### src/common/pswr_pkg.sv
// Purpose: constants and carriers for the pseudo-static ram write/read host
// Assumes: 50 MHz clock, slow speed grade timing used throughout
// Notes:   times kept in ns as printed, cycle counts derived below
package pswr_pkg;
	localparam int CLK_NS = 20; // clock period in ns
	// least times round up, longest times round down
	localparam int T_DATA_SETUP_NS = 30; // data_setup_to_end, slow grade
	localparam int T_DATA_HOLD_NS = 0; // data_hold_after_end
	localparam int T_ADDR_SETUP_NS = 60; // address setup to write end
	localparam int T_ADDR_HOLD_NS = 0; // addr_hold_after_end
	localparam int T_LANE_VALID_NS = 60; // lane_valid_to_end
	localparam int T_WE_PULSE_NS = 60; // write strobe width
	localparam int T_HIZ_NS = 30; // strobe fall to device release
	localparam int T_DRIVE_NS = 5; // strobe_to_drive
	localparam int T_GAP_NS = 5; // break between writes
	localparam int T_READ_CYC_NS = 70; // read cycle time
	localparam int T_ACCESS_NS = 70; // read access time
	localparam int T_REFRESH_NS = 15000; // refresh window
	localparam int T_RD_HIZ_NS = 25; // output release after read

	function automatic int cyc_up(input int ns);
		int c;
		c = (ns + CLK_NS - 1) / CLK_NS;
		return (c < 1) ? 1 : c;
	endfunction : cyc_up

	function automatic int cyc_dn(input int ns);
		int c;
		c = ns / CLK_NS;
		return (c < 1) ? 1 : c;
	endfunction : cyc_dn

	// write low time must cover the pulse width and the release plus data setup windows
	localparam int WR_PULSE_CYC = cyc_up(T_WE_PULSE_NS);
	localparam int WR_DATA_CYC = cyc_up(T_HIZ_NS + T_DATA_SETUP_NS);
	localparam int WR_LOW_CYC = (WR_PULSE_CYC > WR_DATA_CYC) ? WR_PULSE_CYC : WR_DATA_CYC;
	localparam int GAP_CYC = cyc_up(T_GAP_NS);
	localparam int RD_CYC = cyc_up(T_READ_CYC_NS);
	localparam int RD_ACCESS_CYC = cyc_up(T_ACCESS_NS);
	localparam int RD_TURN_CYC = cyc_up(T_RD_HIZ_NS);
	localparam int REFRESH_CYC = cyc_dn(T_REFRESH_NS);
	localparam logic [9:0] WR_LOW_CNT = 10'(WR_LOW_CYC);
	localparam logic [9:0] RD_CNT = 10'(RD_CYC);
	localparam logic [9:0] TURN_CNT = 10'(RD_TURN_CYC);
	localparam logic [9:0] GAP_CNT = 10'(GAP_CYC);
	localparam logic [9:0] CNT_ZERO = 10'h000;

	localparam int ADDR_W = 19; // 512K words
	localparam int DATA_W = 16;

	// user request
	typedef struct packed {
		logic              write;  // 1 write, 0 read
		logic [ADDR_W-1:0] addr;
		logic [DATA_W-1:0] wdata;
		logic [1:0]        lane_n; // [1] upper, [0] lower, low active
	} pswr_req_t;

	// memory pins, outputs of the host
	typedef struct packed {
		logic              chip_sel_low_n;
		logic              chip_sel_high;
		logic              we_n;
		logic              oe_n;
		logic              upper_lane_n;
		logic              lower_lane_n;
		logic [ADDR_W-1:0] addr;
		logic [DATA_W-1:0] dq_out;
		logic              dq_oe;
	} pswr_pins_t;

	localparam logic [1:0] LANES_OFF = 2'h3;
endpackage : pswr_pkg

### src/rtl/pswr_host.sv
// Purpose: host controller driving an asynchronous pseudo-static ram
//          one access at a time, write or read, 16-bit words
// Assumes: pins settle within a clock; data bus inputs sampled on clk
//          slow grade windows throughout, which also cover the fast grade
// Notes:   every access deselects afterwards so the hidden refresh runs
//          a write strobe never stays low for more than a few cycles
`timescale 1ns/1ps
// How it works
// - write only while all strobes active
// - data set up before end, held after
// - address stable long before write end
// - address may change as write ends
// - lane enables valid long before end
// - reads spaced at least a read cycle
// - no single write beyond refresh window
// - long write bursts broken by gaps
// - write strobe high during reads
module pswr_host (
	input  wire logic                          clk,
	input  wire logic                          rst,
	input  wire pswr_pkg::pswr_req_t           req,
	input  wire logic                          req_valid,
	output logic                               req_ready,
	output logic [pswr_pkg::DATA_W-1:0]        rdata_ff,
	output logic                               rdata_valid_ff,
	output pswr_pkg::pswr_pins_t               pins,
	input  wire logic [pswr_pkg::DATA_W-1:0]   dq_in
);
	// access phases: setup, strobe low, read window, bus turnaround and
	// the deselected gap that lets the hidden refresh run
	typedef enum logic [2:0] {
		PSWR_IDLE, PSWR_WSET, PSWR_WLOW, PSWR_RLOW, PSWR_TURN, PSWR_GAP
	} pswr_state_t;

	pswr_state_t                   state_ff;     // access sequencer
	pswr_state_t                   nxt_state;
	logic [9:0]                    cnt_ff;       // cycles left in phase
	logic [9:0]                    nxt_cnt;
	pswr_pkg::pswr_req_t           cur_ff;       // latched request
	logic                          sel_ff;       // chip selected
	logic                          we_low_ff;    // write strobe low
	logic                          oe_low_ff;    // output enable low
	logic                          dq_oe_ff;     // host drives data
	logic                          wr_end;       // last strobe low cycle
	logic                          rd_done;      // last output enable cycle
	logic [1:0]                    lane_pin_n;   // lane enables at the pins

	// ready only when idle so address is never changed mid access
	assign req_ready = (state_ff == PSWR_IDLE);

	// end of the write strobe: the pins leave the write on the next edge
	assign wr_end = (state_ff == PSWR_WLOW) && (cnt_ff == pswr_pkg::CNT_ZERO);
	// end of the read window: data has stood on the bus for the full access
	assign rd_done = (state_ff == PSWR_RLOW) && (cnt_ff == pswr_pkg::CNT_ZERO);

	// next state and phase counter; the counter loads one less than the
	// phase length because the loading edge is itself the first cycle
	// of the phase
	always_comb begin
		nxt_state = state_ff;
		nxt_cnt = (cnt_ff != pswr_pkg::CNT_ZERO) ? cnt_ff - 10'h001 : cnt_ff;
		case (state_ff)
			// idle: deselected, waiting for a request
			PSWR_IDLE: begin
				if (req_valid) begin
					// one setup cycle puts address and lanes ahead of strobe
					nxt_state = PSWR_WSET;
					nxt_cnt = pswr_pkg::CNT_ZERO;
				end
			end
			// setup: selected, address and lanes settle before any strobe
			PSWR_WSET: begin
				if (cur_ff.write) begin
					nxt_state = PSWR_WLOW;
					nxt_cnt = pswr_pkg::WR_LOW_CNT - 10'h001;
				end else begin
					nxt_state = PSWR_RLOW;
					nxt_cnt = pswr_pkg::RD_CNT - 10'h001;
				end
			end
			// write: strobe low for the counted pulse
			PSWR_WLOW: begin
				// strobe pulse is bounded far below refresh window
				if (cnt_ff == pswr_pkg::CNT_ZERO) begin
					nxt_state = PSWR_GAP;
					nxt_cnt = pswr_pkg::GAP_CNT - 10'h001;
				end
			end
			// read: output enable low for one full read cycle
			PSWR_RLOW: begin
				if (cnt_ff == pswr_pkg::CNT_ZERO) begin
					nxt_state = PSWR_TURN;
					nxt_cnt = pswr_pkg::TURN_CNT - 10'h001;
				end
			end
			// turnaround: device lets go of the data bus
			PSWR_TURN: begin
				// wait for device to release bus before next write
				if (cnt_ff == pswr_pkg::CNT_ZERO) begin
					nxt_state = PSWR_GAP;
					nxt_cnt = pswr_pkg::GAP_CNT - 10'h001;
				end
			end
			// gap: deselected break before the next access
			PSWR_GAP: begin
				// deselected gap lets refresh run between accesses
				if (cnt_ff == pswr_pkg::CNT_ZERO) begin
					nxt_state = PSWR_IDLE;
				end
			end
			// unused codes fall back to idle
			default: begin
				nxt_state = PSWR_IDLE;
			end
		endcase
	end

	// state register; reset lands in idle with a cleared counter so the
	// first request after reset is taken on the first edge
	// state and counter always move together
	always_ff @(posedge clk) begin
		if (rst) begin
			state_ff <= PSWR_IDLE;
			cnt_ff <= pswr_pkg::CNT_ZERO;
		end else begin
			state_ff <= nxt_state;
			cnt_ff <= nxt_cnt;
		end
	end

	// request capture, held stable through the access
	// address, lanes and data stay put from the setup cycle to the end of
	// the gap, which gives the long setup windows with room to spare
	always_ff @(posedge clk) begin
		if (rst) begin
			cur_ff <= '0;
			cur_ff.lane_n <= pswr_pkg::LANES_OFF;
		end else if (req_ready && req_valid) begin
			cur_ff <= req;
		end
	end

	// chip select: both polarities come from this one flop, so they
	// switch together and never leave a half selected window
	always_ff @(posedge clk) begin
		if (rst) begin
			sel_ff <= 1'b0; // deselected out of reset
		end else begin
			sel_ff <= (nxt_state == PSWR_WSET) || (nxt_state == PSWR_WLOW) ||
				(nxt_state == PSWR_RLOW);
		end
	end

	// write strobe is the single terminating edge; it rises together
	// with the select, so whichever the device sees first ends the write
	always_ff @(posedge clk) begin
		if (rst) begin
			we_low_ff <= 1'b0; // strobe idles high
		end else begin
			we_low_ff <= (nxt_state == PSWR_WLOW);
		end
	end

	// output enable low only inside the read window
	always_ff @(posedge clk) begin
		if (rst) begin
			oe_low_ff <= 1'b0; // device kept off the bus
		end else begin
			oe_low_ff <= (nxt_state == PSWR_RLOW);
		end
	end

	// data driven with the strobe and held one cycle past its end;
	// the extra cycle costs nothing and covers the zero hold window
	always_ff @(posedge clk) begin
		if (rst) begin
			dq_oe_ff <= 1'b0; // bus released out of reset
		end else begin
			dq_oe_ff <= (nxt_state == PSWR_WLOW) || wr_end;
		end
	end

	// read data taken at the end of the access window, kept until next read
	always_ff @(posedge clk) begin
		if (rst) begin
			rdata_ff <= 16'h0000;
		end else if (rd_done) begin
			rdata_ff <= dq_in;
		end
	end

	// one cycle pulse telling the user that rdata_ff is fresh
	always_ff @(posedge clk) begin
		if (rst) begin
			rdata_valid_ff <= 1'b0;
		end else begin
			rdata_valid_ff <= rd_done;
		end
	end

	// lane enables, one per byte; gated by the select so both lanes idle
	// high outside accesses and a stale lane never qualifies a write
	for (genvar g = 0; g < 2; g++) begin : g_lane
		assign lane_pin_n[g] = sel_ff ? cur_ff.lane_n[g] : 1'b1;
	end

	// pin assembly; every strobe comes from a flop, so no glitches
	always_comb begin
		pins.chip_sel_low_n = ~sel_ff;
		pins.chip_sel_high = sel_ff;
		pins.we_n = ~we_low_ff;
		pins.oe_n = ~oe_low_ff;
		pins.upper_lane_n = lane_pin_n[1];
		pins.lower_lane_n = lane_pin_n[0];
		pins.addr = cur_ff.addr;
		pins.dq_out = cur_ff.wdata;
		pins.dq_oe = dq_oe_ff;
	end
endmodule : pswr_host

### config.mk
export PLATFORM = sky130hd
export DESIGN_NAME = pswr_host
export DESIGN_NICKNAME = d
export VERILOG_FILES = /design/src/common/pswr_pkg.sv /design/src/rtl/pswr_host.sv
export SDC_FILE = /design/constraint.sdc
export NUM_CORES = 1
export LEC_CHECK = 0
export BUFFER_PORTS_ARGS = -buffer_cell sky130_fd_sc_hd__buf_2
export CORE_UTILIZATION = 31
export DETAILED_ROUTE_END_ITERATION = 10
export GPL_TIMING_DRIVEN = 1
export PLACE_DENSITY = 0.58
export SLEW_MARGIN = 20
export SYNTH_ARGS = -nofsm -noshare
export SYNTH_HDL_FRONTEND = slang
export SYNTH_SLANG_ARGS = --single-unit
export TNS_END_PERCENT = 10
### constraint.sdc
create_clock -name clk -period 4.88 [get_ports clk]
set_input_delay 0.488 -clock clk [delete_from_list [all_inputs] [get_ports clk]]
set_output_delay 0.488 -clock clk [all_outputs]
set_load 0.02 [all_outputs]
==> qor.txt, run 1 <==
Syn Inst Count - 376
Num Clock Sinks - 72
Most used DFF post-synth - dfxtp_1
Synthesized Nets - 437
Worst Setup SP - cnt_ff[0]$_SDFF_PP0_
Core area - 0.009819 mm^2
Total global-route track usage - 0.1285
Hold buffers post-CTS - 0
R2r worst-path depth - 10
Vias in the first global route - 2283
Clk root buf - clkbuf_8
CP Depth - 10
Finished Layout Cells - 589
CP arrival - 3.02 ns
FILL cells - 1063
Post-CTS resize count - 0
ANT nets after route - 0
Metal2 WL - 3140 um
Worst Path Required - 5.16 ns
Startpoint type of the worst setup path - flip-flop
WL final - 6777 um
Vias - 2630
Final GP Congestion - 0.7583
DP Area - 0.003571 mm^2
Fmax - 0.3654 GHz
Die width - 102.9 um
Multi-input gate area - 0.001315 mm^2
Syn-to-layout area delta - 20.51%
DRT Pass-1 Iters - 4
Worst-path maximum fanout - 10
Reg area - 0.001441 mm^2
Routed wire length on met3 - 313 um
Crit path time final - 2.737 ns
Asr flop ratio synth - 0
Worst-margin pin slew - 0.7917 ns
Max Root-Sink Buffers - 2
WHS Path Cells - 3
DR WL/cell - 11.51 um
Grt total ovfl - 0
Starting Density - 0.3212
Metal-1 WL - 3181 um
Share of layout cells above drive strength 1 - 0.3180
RR Startpoint - cnt_ff[0]$_SDFF_PP0_
Top Family by Delay on Critical Path - simple AND/OR/NAND/NOR gates
CP Cell Sequence - inv_1, ha_1, or4b_4, nor3_4, inv_2, ha_1, mux2_2, or3_1, o221a_2, nor2_1
Critical path's largest stage delay - 0.51 ns
Yosys top cell by area - dfxtp_1
Num ports - 117
H-tree lvl count - 3
# diodes - 0
Cell variety after synth - 43
Period Utilization, post-route - 0.5608
Compound-Gate Fraction of Synth Area - 0.1154
Mean Syn Cell Area - 8.389 um^2
Std-Cell Rows - 36
Hold path startpoint - req[1]
Synth top area share - 0.4570
DP HPWL - 4799 um
Number of flops mapped to enable cells by yosys - 0
Clk_skew - 0.01075 ns
Yosys warns - 0
Max-slew violation count - 0
Critical setup path kind - flip-flop to flip-flop
Status - finished, final reports clean
TritonCTS Buffers - 9
Pin count of the biggest net entering global routing - 45
Worst-skew pair later-pin latency - 0.35 ns
Worst min path class - primary input to flip-flop
Fin Setup TNS - 0 ns
Chip Height - 102.9 um
Inst Count DP - 573
Initial antenna violation count - 0
Synth Area in XOR/XNOR - 0.002777
CTS tree - done
Hold Vio Cnt, Final - 0
DRT iter0 DRCs - 50
Post-route cell area - 0.003801 mm^2
DRC viols - 0
Global-route wire length before repair - 10420 um
Peak VDD IR - 0.1870 mV
Max cap viols - 0
PwrDens - 626.1 mW/mm^2
Final setup violation count - 0
RSZ-0062 raised after global routing - no
Crit-path slowest cell - or4b_4
Syn Std Cell Area - 0.003154 mm^2
Vias per inst - 4.465
Clock transition at path regs - 0.07 ns
Post-Synth Adder-Cell Area - 0.01587
Synth area leaders - dfxtp_1 46%, nand2_1 11%, buf_4 8.8%
Post-synthesis sequential area ratio - 0.4570
#FFs+latches synth - 72
Largest family of logic cells by synthesized area - simple AND/OR/NAND/NOR gates
Post-CTS Setup Bufs - 0
Kind of end point of the critical path - flip-flop
Worst Path Buf+Inv - 2
Top sig layer - met4
Nets@finish - 512
Multiplexer share of the synthesized area - 0.06069
Top cell by count, worst path - ha_1
Post-Synth Simple-Gate Area - 0.2221
IO buf count - 116
Leak - 1.681 nW
Die footprint - 0.01058 mm^2
Slew headroom - 0.4722
==> through the flow <==
stage / total power, mW / utilization / hold WS, ns / worst slack, ns
2_1_floorplan: 1.686 / - / 0.4288 / 2.430
4_1_cts: 2.410 / 0.3871 / 0.3391 / 2.123
3_3_place_gp: 1.850 / 0.3637 / 0.4391 / 2.264
3_5_place_dp: 1.863 / 0.3637 / 0.4439 / 2.151
5_1_grt: 2.574 / 0.3871 / 0.3472 / 1.999
6_report: 2.380 / 0.3871 / 0.3566 / 2.143
==> final timing paths <==
| path | endpoint | slack [ns] |
|---|---|---|
| worst min register to register | pins[8]$_SDFFE_PP0P_ | 0.45 |
| worst max-delay path | cnt_ff[0]$_SDFF_PP0_ | 2.14 |
| worst max register to register | cnt_ff[0]$_SDFF_PP0_ | 2.14 |
| worst min-delay path | cur_ff[1]$_SDFFE_PP1P_ | 0.36 |
==> synth_stat cells, types with 4 or more instances <==
master and instances:
nand2_1 89, dfxtp_1 72, a21oi_1 46, buf_4 37, nor2_1 27, mux2i_1 18, clkbuf_1 17, inv_1 9
nand2b_1 6, nand3b_1 5, o21ai_0 5, ha_1 4
==> kinds of logic (layout without fill, tap and decap cells) <==
logic type      Yosys count  count (layout)
simple gates            150             150
fa+ha+maj                 4               4
flops                    72              72
mux                      19              19
xor+xnor                  1               1
compound gates           64              64
buf+inv                  66             146
==> routing by layer <==
metal / vias up / GRT usage
met1: 1186 / 0.1552
met5: - / 0
met3: 11 / 0.03051
li1: 1364 / -
met4: 0 / 0.07801
met2: 69 / 0.2072
==> flip-flops by register name, summed over array words and instances (netlist names) <==
| register | cells |
|---|---|
| dq_oe_ff | 1 |
| rdata_valid_ff | 1 |
| pins | 35 |
| cur_ff | 3 |
| rdata_ff | 16 |
| cnt_ff | 10 |
| state_ff | 3 |
| we_low_ff | 1 |
| oe_low_ff | 1 |
| sel_ff | 1 |
==> cells in the final DEF, fill, tap and decap left out, types with 2 or more instances in the layout <==
| master | n |
|---|---|
| nor4_1 | 2 |
| buf_2 | 116 |
| o31ai_1 | 2 |
| mux2i_1 | 18 |
| nor3_1 | 3 |
| bufinv_16 | 2 |
| nand2_1 | 89 |
| inv_1 | 9 |
| nor2_1 | 27 |
| a211oi_1 | 3 |
| ha_1 | 4 |
| nand3b_1 | 5 |
| buf_4 | 4 |
| a21oi_1 | 46 |
| dfxtp_1 | 72 |
| or3_1 | 3 |
| o21ai_0 | 5 |
| clkinv_2 | 2 |
| or4_1 | 2 |
| nor3b_1 | 2 |
| clkbuf_8 | 11 |
| nand2b_1 | 6 |
==> where the power goes <==
group          internal [mW]  switching [mW]  leakage (nW)
logic                  0.386           0.619         0.973
clock network          0.315           0.219         0.119
registers              0.721           0.120         0.588
==> worst min-delay path: stages <==
cell      delay, ns
buf_2          0.08
nand2_1        0.04
nand3b_1       0.06
==> area by class of cell <==
type,instances,area share
well taps,133,0.04378
flip-flops and latches,72,0.3792
inverters,10,0.009875
multi-input cells,238,0.3460
clock buffers,11,0.03983
clock inverters,5,0.02074
repair buffers,120,0.1606
Power figures use the tool's default switching activity.
==> inputs of run 2 (changes only) <==
Clock period 4.88 ns to 2.8 ns, I/O delays scaled along.
==> run 2 against run 1 <==
  * Register-to-register slack lost 1.9 ns
  * Count of clock-buffer cells in the layout is 1 lower
  * Critical endpoint unchanged
  * Combinational power is 78% higher
  * Clock skew is 0.0015 ns higher
  * Worst setup slack lost 1.9 ns
  * Maximum frequency up 8.6%
  * Largest power group unchanged
  * Final cell count is 0.17% higher
==> qor.txt, run 2 (same netlist as run 1, synthesis figures left out) <==
Peak VDD IR - 0.3724 mV
WL final - 6728 um
Fmax - 0.3968 GHz
Die footprint - 0.01058 mm^2
Most common cell after layout, fill and taps aside - buf_2
Max FFs per register - 35
Pin count of the biggest net entering global routing - 46
DP Area - 0.003586 mm^2
Chip Height - 102.9 um
Crit path time final - 2.520 ns
Num ports - 117
Syn-to-layout area delta - 21.10%
Critical setup path kind - flip-flop to flip-flop
Clock transition at path regs - 0.08 ns
# diodes - 0
Final setup violation count - 0
Post-route cell area - 0.003820 mm^2
Status - finished, final reports clean
Worst-skew pair later-pin latency - 0.34 ns
RR Startpoint - cnt_ff[0]$_SDFF_PP0_
Max-slew violation count - 0
Max cap viols - 0
DR WL/cell - 11.40 um
DRT iter0 DRCs - 33
CP arrival - 2.78 ns
Leak - 1.684 nW
Commonest cells after routing, fill and taps aside - 116 x buf_2, 89 x nand2_1, 72 x dfxtp_1
Core area - 0.009819 mm^2
Std-Cell Rows - 36
Nets@finish - 514
Post-CTS Setup Bufs - 0
Slew headroom - 0.4789
Hold Vio Cnt, Final - 0
Clk root buf - clkbuf_8
Starting Density - 0.3212
PwrDens - 1106 mW/mm^2
FILL cells - 1021
RSZ-0062 raised after global routing - no
Vias in the first global route - 2262
DRT Pass-1 Iters - 4
Worst Path Required - 3.06 ns
Initial antenna violation count - 0
Worst min path class - primary input to flip-flop
Reg area - 0.001441 mm^2
DP HPWL - 4775 um
Worst R2R End - cnt_ff[0]$_SDFF_PP0_
Final GP Congestion - 0.8156
Vias - 2612
R2R Setup Slk - 0.28 ns
Worst-margin pin slew - 0.7816 ns
IO buf count - 116
Post-CTS resize count - 0
Share of layout cells above drive strength 1 - 0.3173
Finished Layout Cells - 590
Final Core Density - 0.3890
Total global-route track usage - 0.1262
Worst-path maximum fanout - 10
Fin Setup TNS - 0 ns
Hold buffers post-CTS - 0
Multi-input gate area - 0.001315 mm^2
R2r worst-path depth - 10
Global-route wire length before repair - 10430 um
Num Clock Sinks - 72
Grt total ovfl - 0
Startpoint type of the worst setup path - flip-flop
Clk_skew - 0.01223 ns
CTS tree - done
Die width - 102.9 um
TritonCTS Buffers - 9
WHS Path Cells - 3
ANT nets after route - 0
Vias per inst - 4.427
H-tree lvl count - 3
DRC viols - 0
Kind of end point of the critical path - flip-flop
Period Utilization, post-route - 0.9000
Max Root-Sink Buffers - 2
Endpoint of the worst hold path - pins[28]$_SDFFE_PP0P_
Hold path startpoint - req[29]
Inst Count DP - 575
run 2: final cells by class:
class                   count  share of cell area
multi-input cells         238              0.3443
inverters                  10            0.009826
clock buffers              10             0.03341
repair buffers            122              0.1638
well taps                 133             0.04356
clock inverters             5             0.02784
flip-flops and latches     72              0.3773
run 2: metal layers:
metal	wire, um	track usage	vias up
met3	290	0.02983	10
met5	0	0	-
met4	88	0.05525	0
met2	3227	0.2103	70
li1	-	-	1363
met1	3121	0.1553	1169
run 2: worst max path at each step:
| stage | startpoint | to | cells after the start |
|---|---|---|---|
| final | cnt_ff[0]$_SDFF_PP0_ | cnt_ff[0]$_SDFF_PP0_ | 10 |
| after floorplan | cnt_ff[0]$_SDFF_PP0_ | cnt_ff[0]$_SDFF_PP0_ | 10 |
| after global routing | cnt_ff[0]$_SDFF_PP0_ | cnt_ff[0]$_SDFF_PP0_ | 10 |
| after global placement | cnt_ff[0]$_SDFF_PP0_ | cnt_ff[0]$_SDFF_PP0_ | 10 |
| after detailed placement | cnt_ff[0]$_SDFF_PP0_ | cnt_ff[0]$_SDFF_PP0_ | 10 |
| after CTS | cnt_ff[0]$_SDFF_PP0_ | cnt_ff[0]$_SDFF_PP0_ | 10 |
run 2: power breakdown:
group / leakage (nW) / internal (mW) / switching, mW
Clock: 0.113 / 0.589 / 0.375
Combinational: 0.984 / 0.705 / 1.10
Sequential: 0.588 / 1.26 / 0.206
Total: 1.68 / 2.55 / 1.68
run 2: metrics by stage:
step	setup slack, ns	power [mW]	hold slack, ns
after floorplan	0.3495	2.939	0.4042
after global placement	0.3811	3.264	0.4394
after detailed placement	0.2887	3.299	0.4442
after CTS	0.2769	4.289	0.1514
after global routing	0.1520	4.566	0.1611
final	0.2799	4.226	0.1695
run 2: critical path, stage by stage (launching register included):
cell     delay (ns)
dfxtp_1        0.34
inv_1          0.12
ha_1           0.20
or4b_4         0.51
nor3_4         0.20
inv_2          0.11
ha_1           0.20
mux2_2         0.26
or3_1          0.30
o221a_2        0.13
nor2_1         0.08
==> inputs of run 3 (changes only) <==
Settings changed: CELL_PAD_IN_SITES_DETAIL_PLACEMENT from default to 1, CELL_PAD_IN_SITES_GLOBAL_PLACEMENT from default to 1, PLACE_DENSITY 0.58 to 0.74.
==> run 3 against run 2 <==
  * Non-clock buffer count up 3
  * Routed wire length up 17%
  * Via count up 5.1%
==> qor.txt, run 3 (same netlist as run 1, synthesis figures left out) <==
Pin count of the biggest net entering global routing - 39
Post-CTS Setup Bufs - 0
Starting Density - 0.3212
DRT iter0 DRCs - 48
Post-CTS resize count - 0
GR peak layer - met2
CTS tree - done
TritonCTS Buffers - 9
Worst-margin pin slew - 0.8165 ns
PwrDens - 1129 mW/mm^2
Final GP Congestion - 0.7399
RSZ-0062 raised after global routing - no
Commonest cells after routing, fill and taps aside - 116 x buf_2, 89 x nand2_1, 72 x dfxtp_1
Worst-skew pair later-pin latency - 0.34 ns
Worst-path maximum fanout - 4
Share of layout cells above drive strength 1 - 0.3254
IO buf count - 116
Worst min path class - primary input to flip-flop
Clk root buf - clkbuf_8
Global-route wire length before repair - 12480 um
Status - finished, final reports clean
Die footprint - 0.01058 mm^2
Startpoint type of the worst setup path - flip-flop
Num ports - 117
Syn-to-layout area delta - 21.70%
Vias - 2745
CP arrival - 2.81 ns
Vias in the first global route - 2694
Vias per inst - 4.621
Hold buffers post-CTS - 0
Core area - 0.009819 mm^2
Peak VDD IR - 0.4169 mV
Multi-input gate area - 0.001315 mm^2
Nets@finish - 517
WL final - 7854 um
Initial antenna violation count - 0
Crit path time final - 2.543 ns
Critical setup path kind - flip-flop to flip-flop
Fin Setup TNS - 0 ns
Clock power frac - 0.216
Switching part of the total power - 0.4100
Slew headroom - 0.4507
Share of power burned in registers - 0.339
Pint - 2.556 mW
Hold Vio Cnt, Final - 0
Fmax - 0.3932 GHz
Comb power frac - 0.445
Sw Pwr - 1.776 mW
Met2 Use GR - 0.2697
Reg area - 0.001441 mm^2
GR Util met3 - 0.04339
Grt total ovfl - 0
Worst Path Required - 3.07 ns
Die width - 102.9 um
Clock transition at path regs - 0.08 ns
ANT nets after route - 0
Clk_skew - 0.01004 ns
Num Clock Sinks - 72
Leak - 1.705 nW
Kind of end point of the critical path - flip-flop
DRC viols - 0
Max-slew violation count - 0
Max Root-Sink Buffers - 2
Std-Cell Rows - 36
DP HPWL - 5702 um
DR WL/cell - 13.22 um
Chip Height - 102.9 um
Routing usage on met1 - 0.1735
H-tree lvl count - 3
Final Core Density - 0.3909
Most common cell after layout, fill and taps aside - buf_2
Max cap viols - 0
Total global-route track usage - 0.1523
Max FFs per register - 35
DRT Pass-1 Iters - 4
# diodes - 0
FILL cells - 1227
Period Utilization, post-route - 0.9082
Final setup violation count - 0
## run 3: cell count changes in the layout (fill, tap and decap cells not counted), sizes merged
cell / change
buf: +3
bufinv: -1
clkbuf: +1
clkinv: +2
clkinvlp: -1
## run 3: final cells by class
type	count	area share
clock buffers	11	0.03944
clock inverters	5	0.02053
inverters	10	0.009778
multi-input cells	238	0.3426
flip-flops and latches	72	0.3755
well taps	133	0.04335
repair buffers	125	0.1688
## run 3: metal layers
| layer | vias to the layer above | wire length (um) |
|---|---|---|
| met3 | 13 | 362 |
| li1 | 1371 | - |
| met2 | 69 | 4037 |
| met5 | - | 0 |
| met1 | 1292 | 3320 |
| met4 | 0 | 133 |
## run 3: worst max-delay path, cell delays in order (launching register included)
cell     delay [ns]
dfxtp_1        0.34
inv_1          0.12
ha_1           0.22
or4b_4         0.52
nor3_4         0.21
inv_2          0.06
ha_1           0.17
mux2_2         0.27
or3_1          0.30
o221a_2        0.13
nor2_1         0.12
## run 3: power groups by stage
stage	clock network, mW	registers (mW)	logic, mW
finish	0.937	1.47	1.93
global route	1.02	1.51	2.12
CTS	0.972	1.47	1.95
detailed placement	0	1.49	1.93
global placement	0	1.47	1.85
floorplan	0	1.43	1.51
## run 3: final timing paths
check,start,to,slack (ns),depth (start not counted)
max reg2reg,cnt_ff[0]$_SDFF_PP0_,cnt_ff[0]$_SDFF_PP0_,0.26,10
min reg2reg,pins[24]$_SDFFE_PP0P_,pins[24]$_SDFFE_PP0P_,0.46,2
max,cnt_ff[0]$_SDFF_PP0_,cnt_ff[0]$_SDFF_PP0_,0.26,10
min,req[0],cur_ff[0]$_SDFFE_PP1P_,0.15,3
## run 3: stage by stage
stage | worst slack (ns) | instance area [um^2] | instances | hold WS, ns | total power, mW
after CTS | 0.2572 | 3839 | 594 | 0.1333 | 4.390
after floorplan | 0.3495 | 3154 | 376 | 0.4042 | 2.939
after detailed placement | 0.2930 | 3608 | 578 | 0.4454 | 3.424
after global placement | 0.4565 | 3608 | 578 | 0.4395 | 3.327
final | 0.2570 | 3839 | 594 | 0.1488 | 4.333
after global routing | 0.1585 | 3839 | 594 | 0.1502 | 4.657
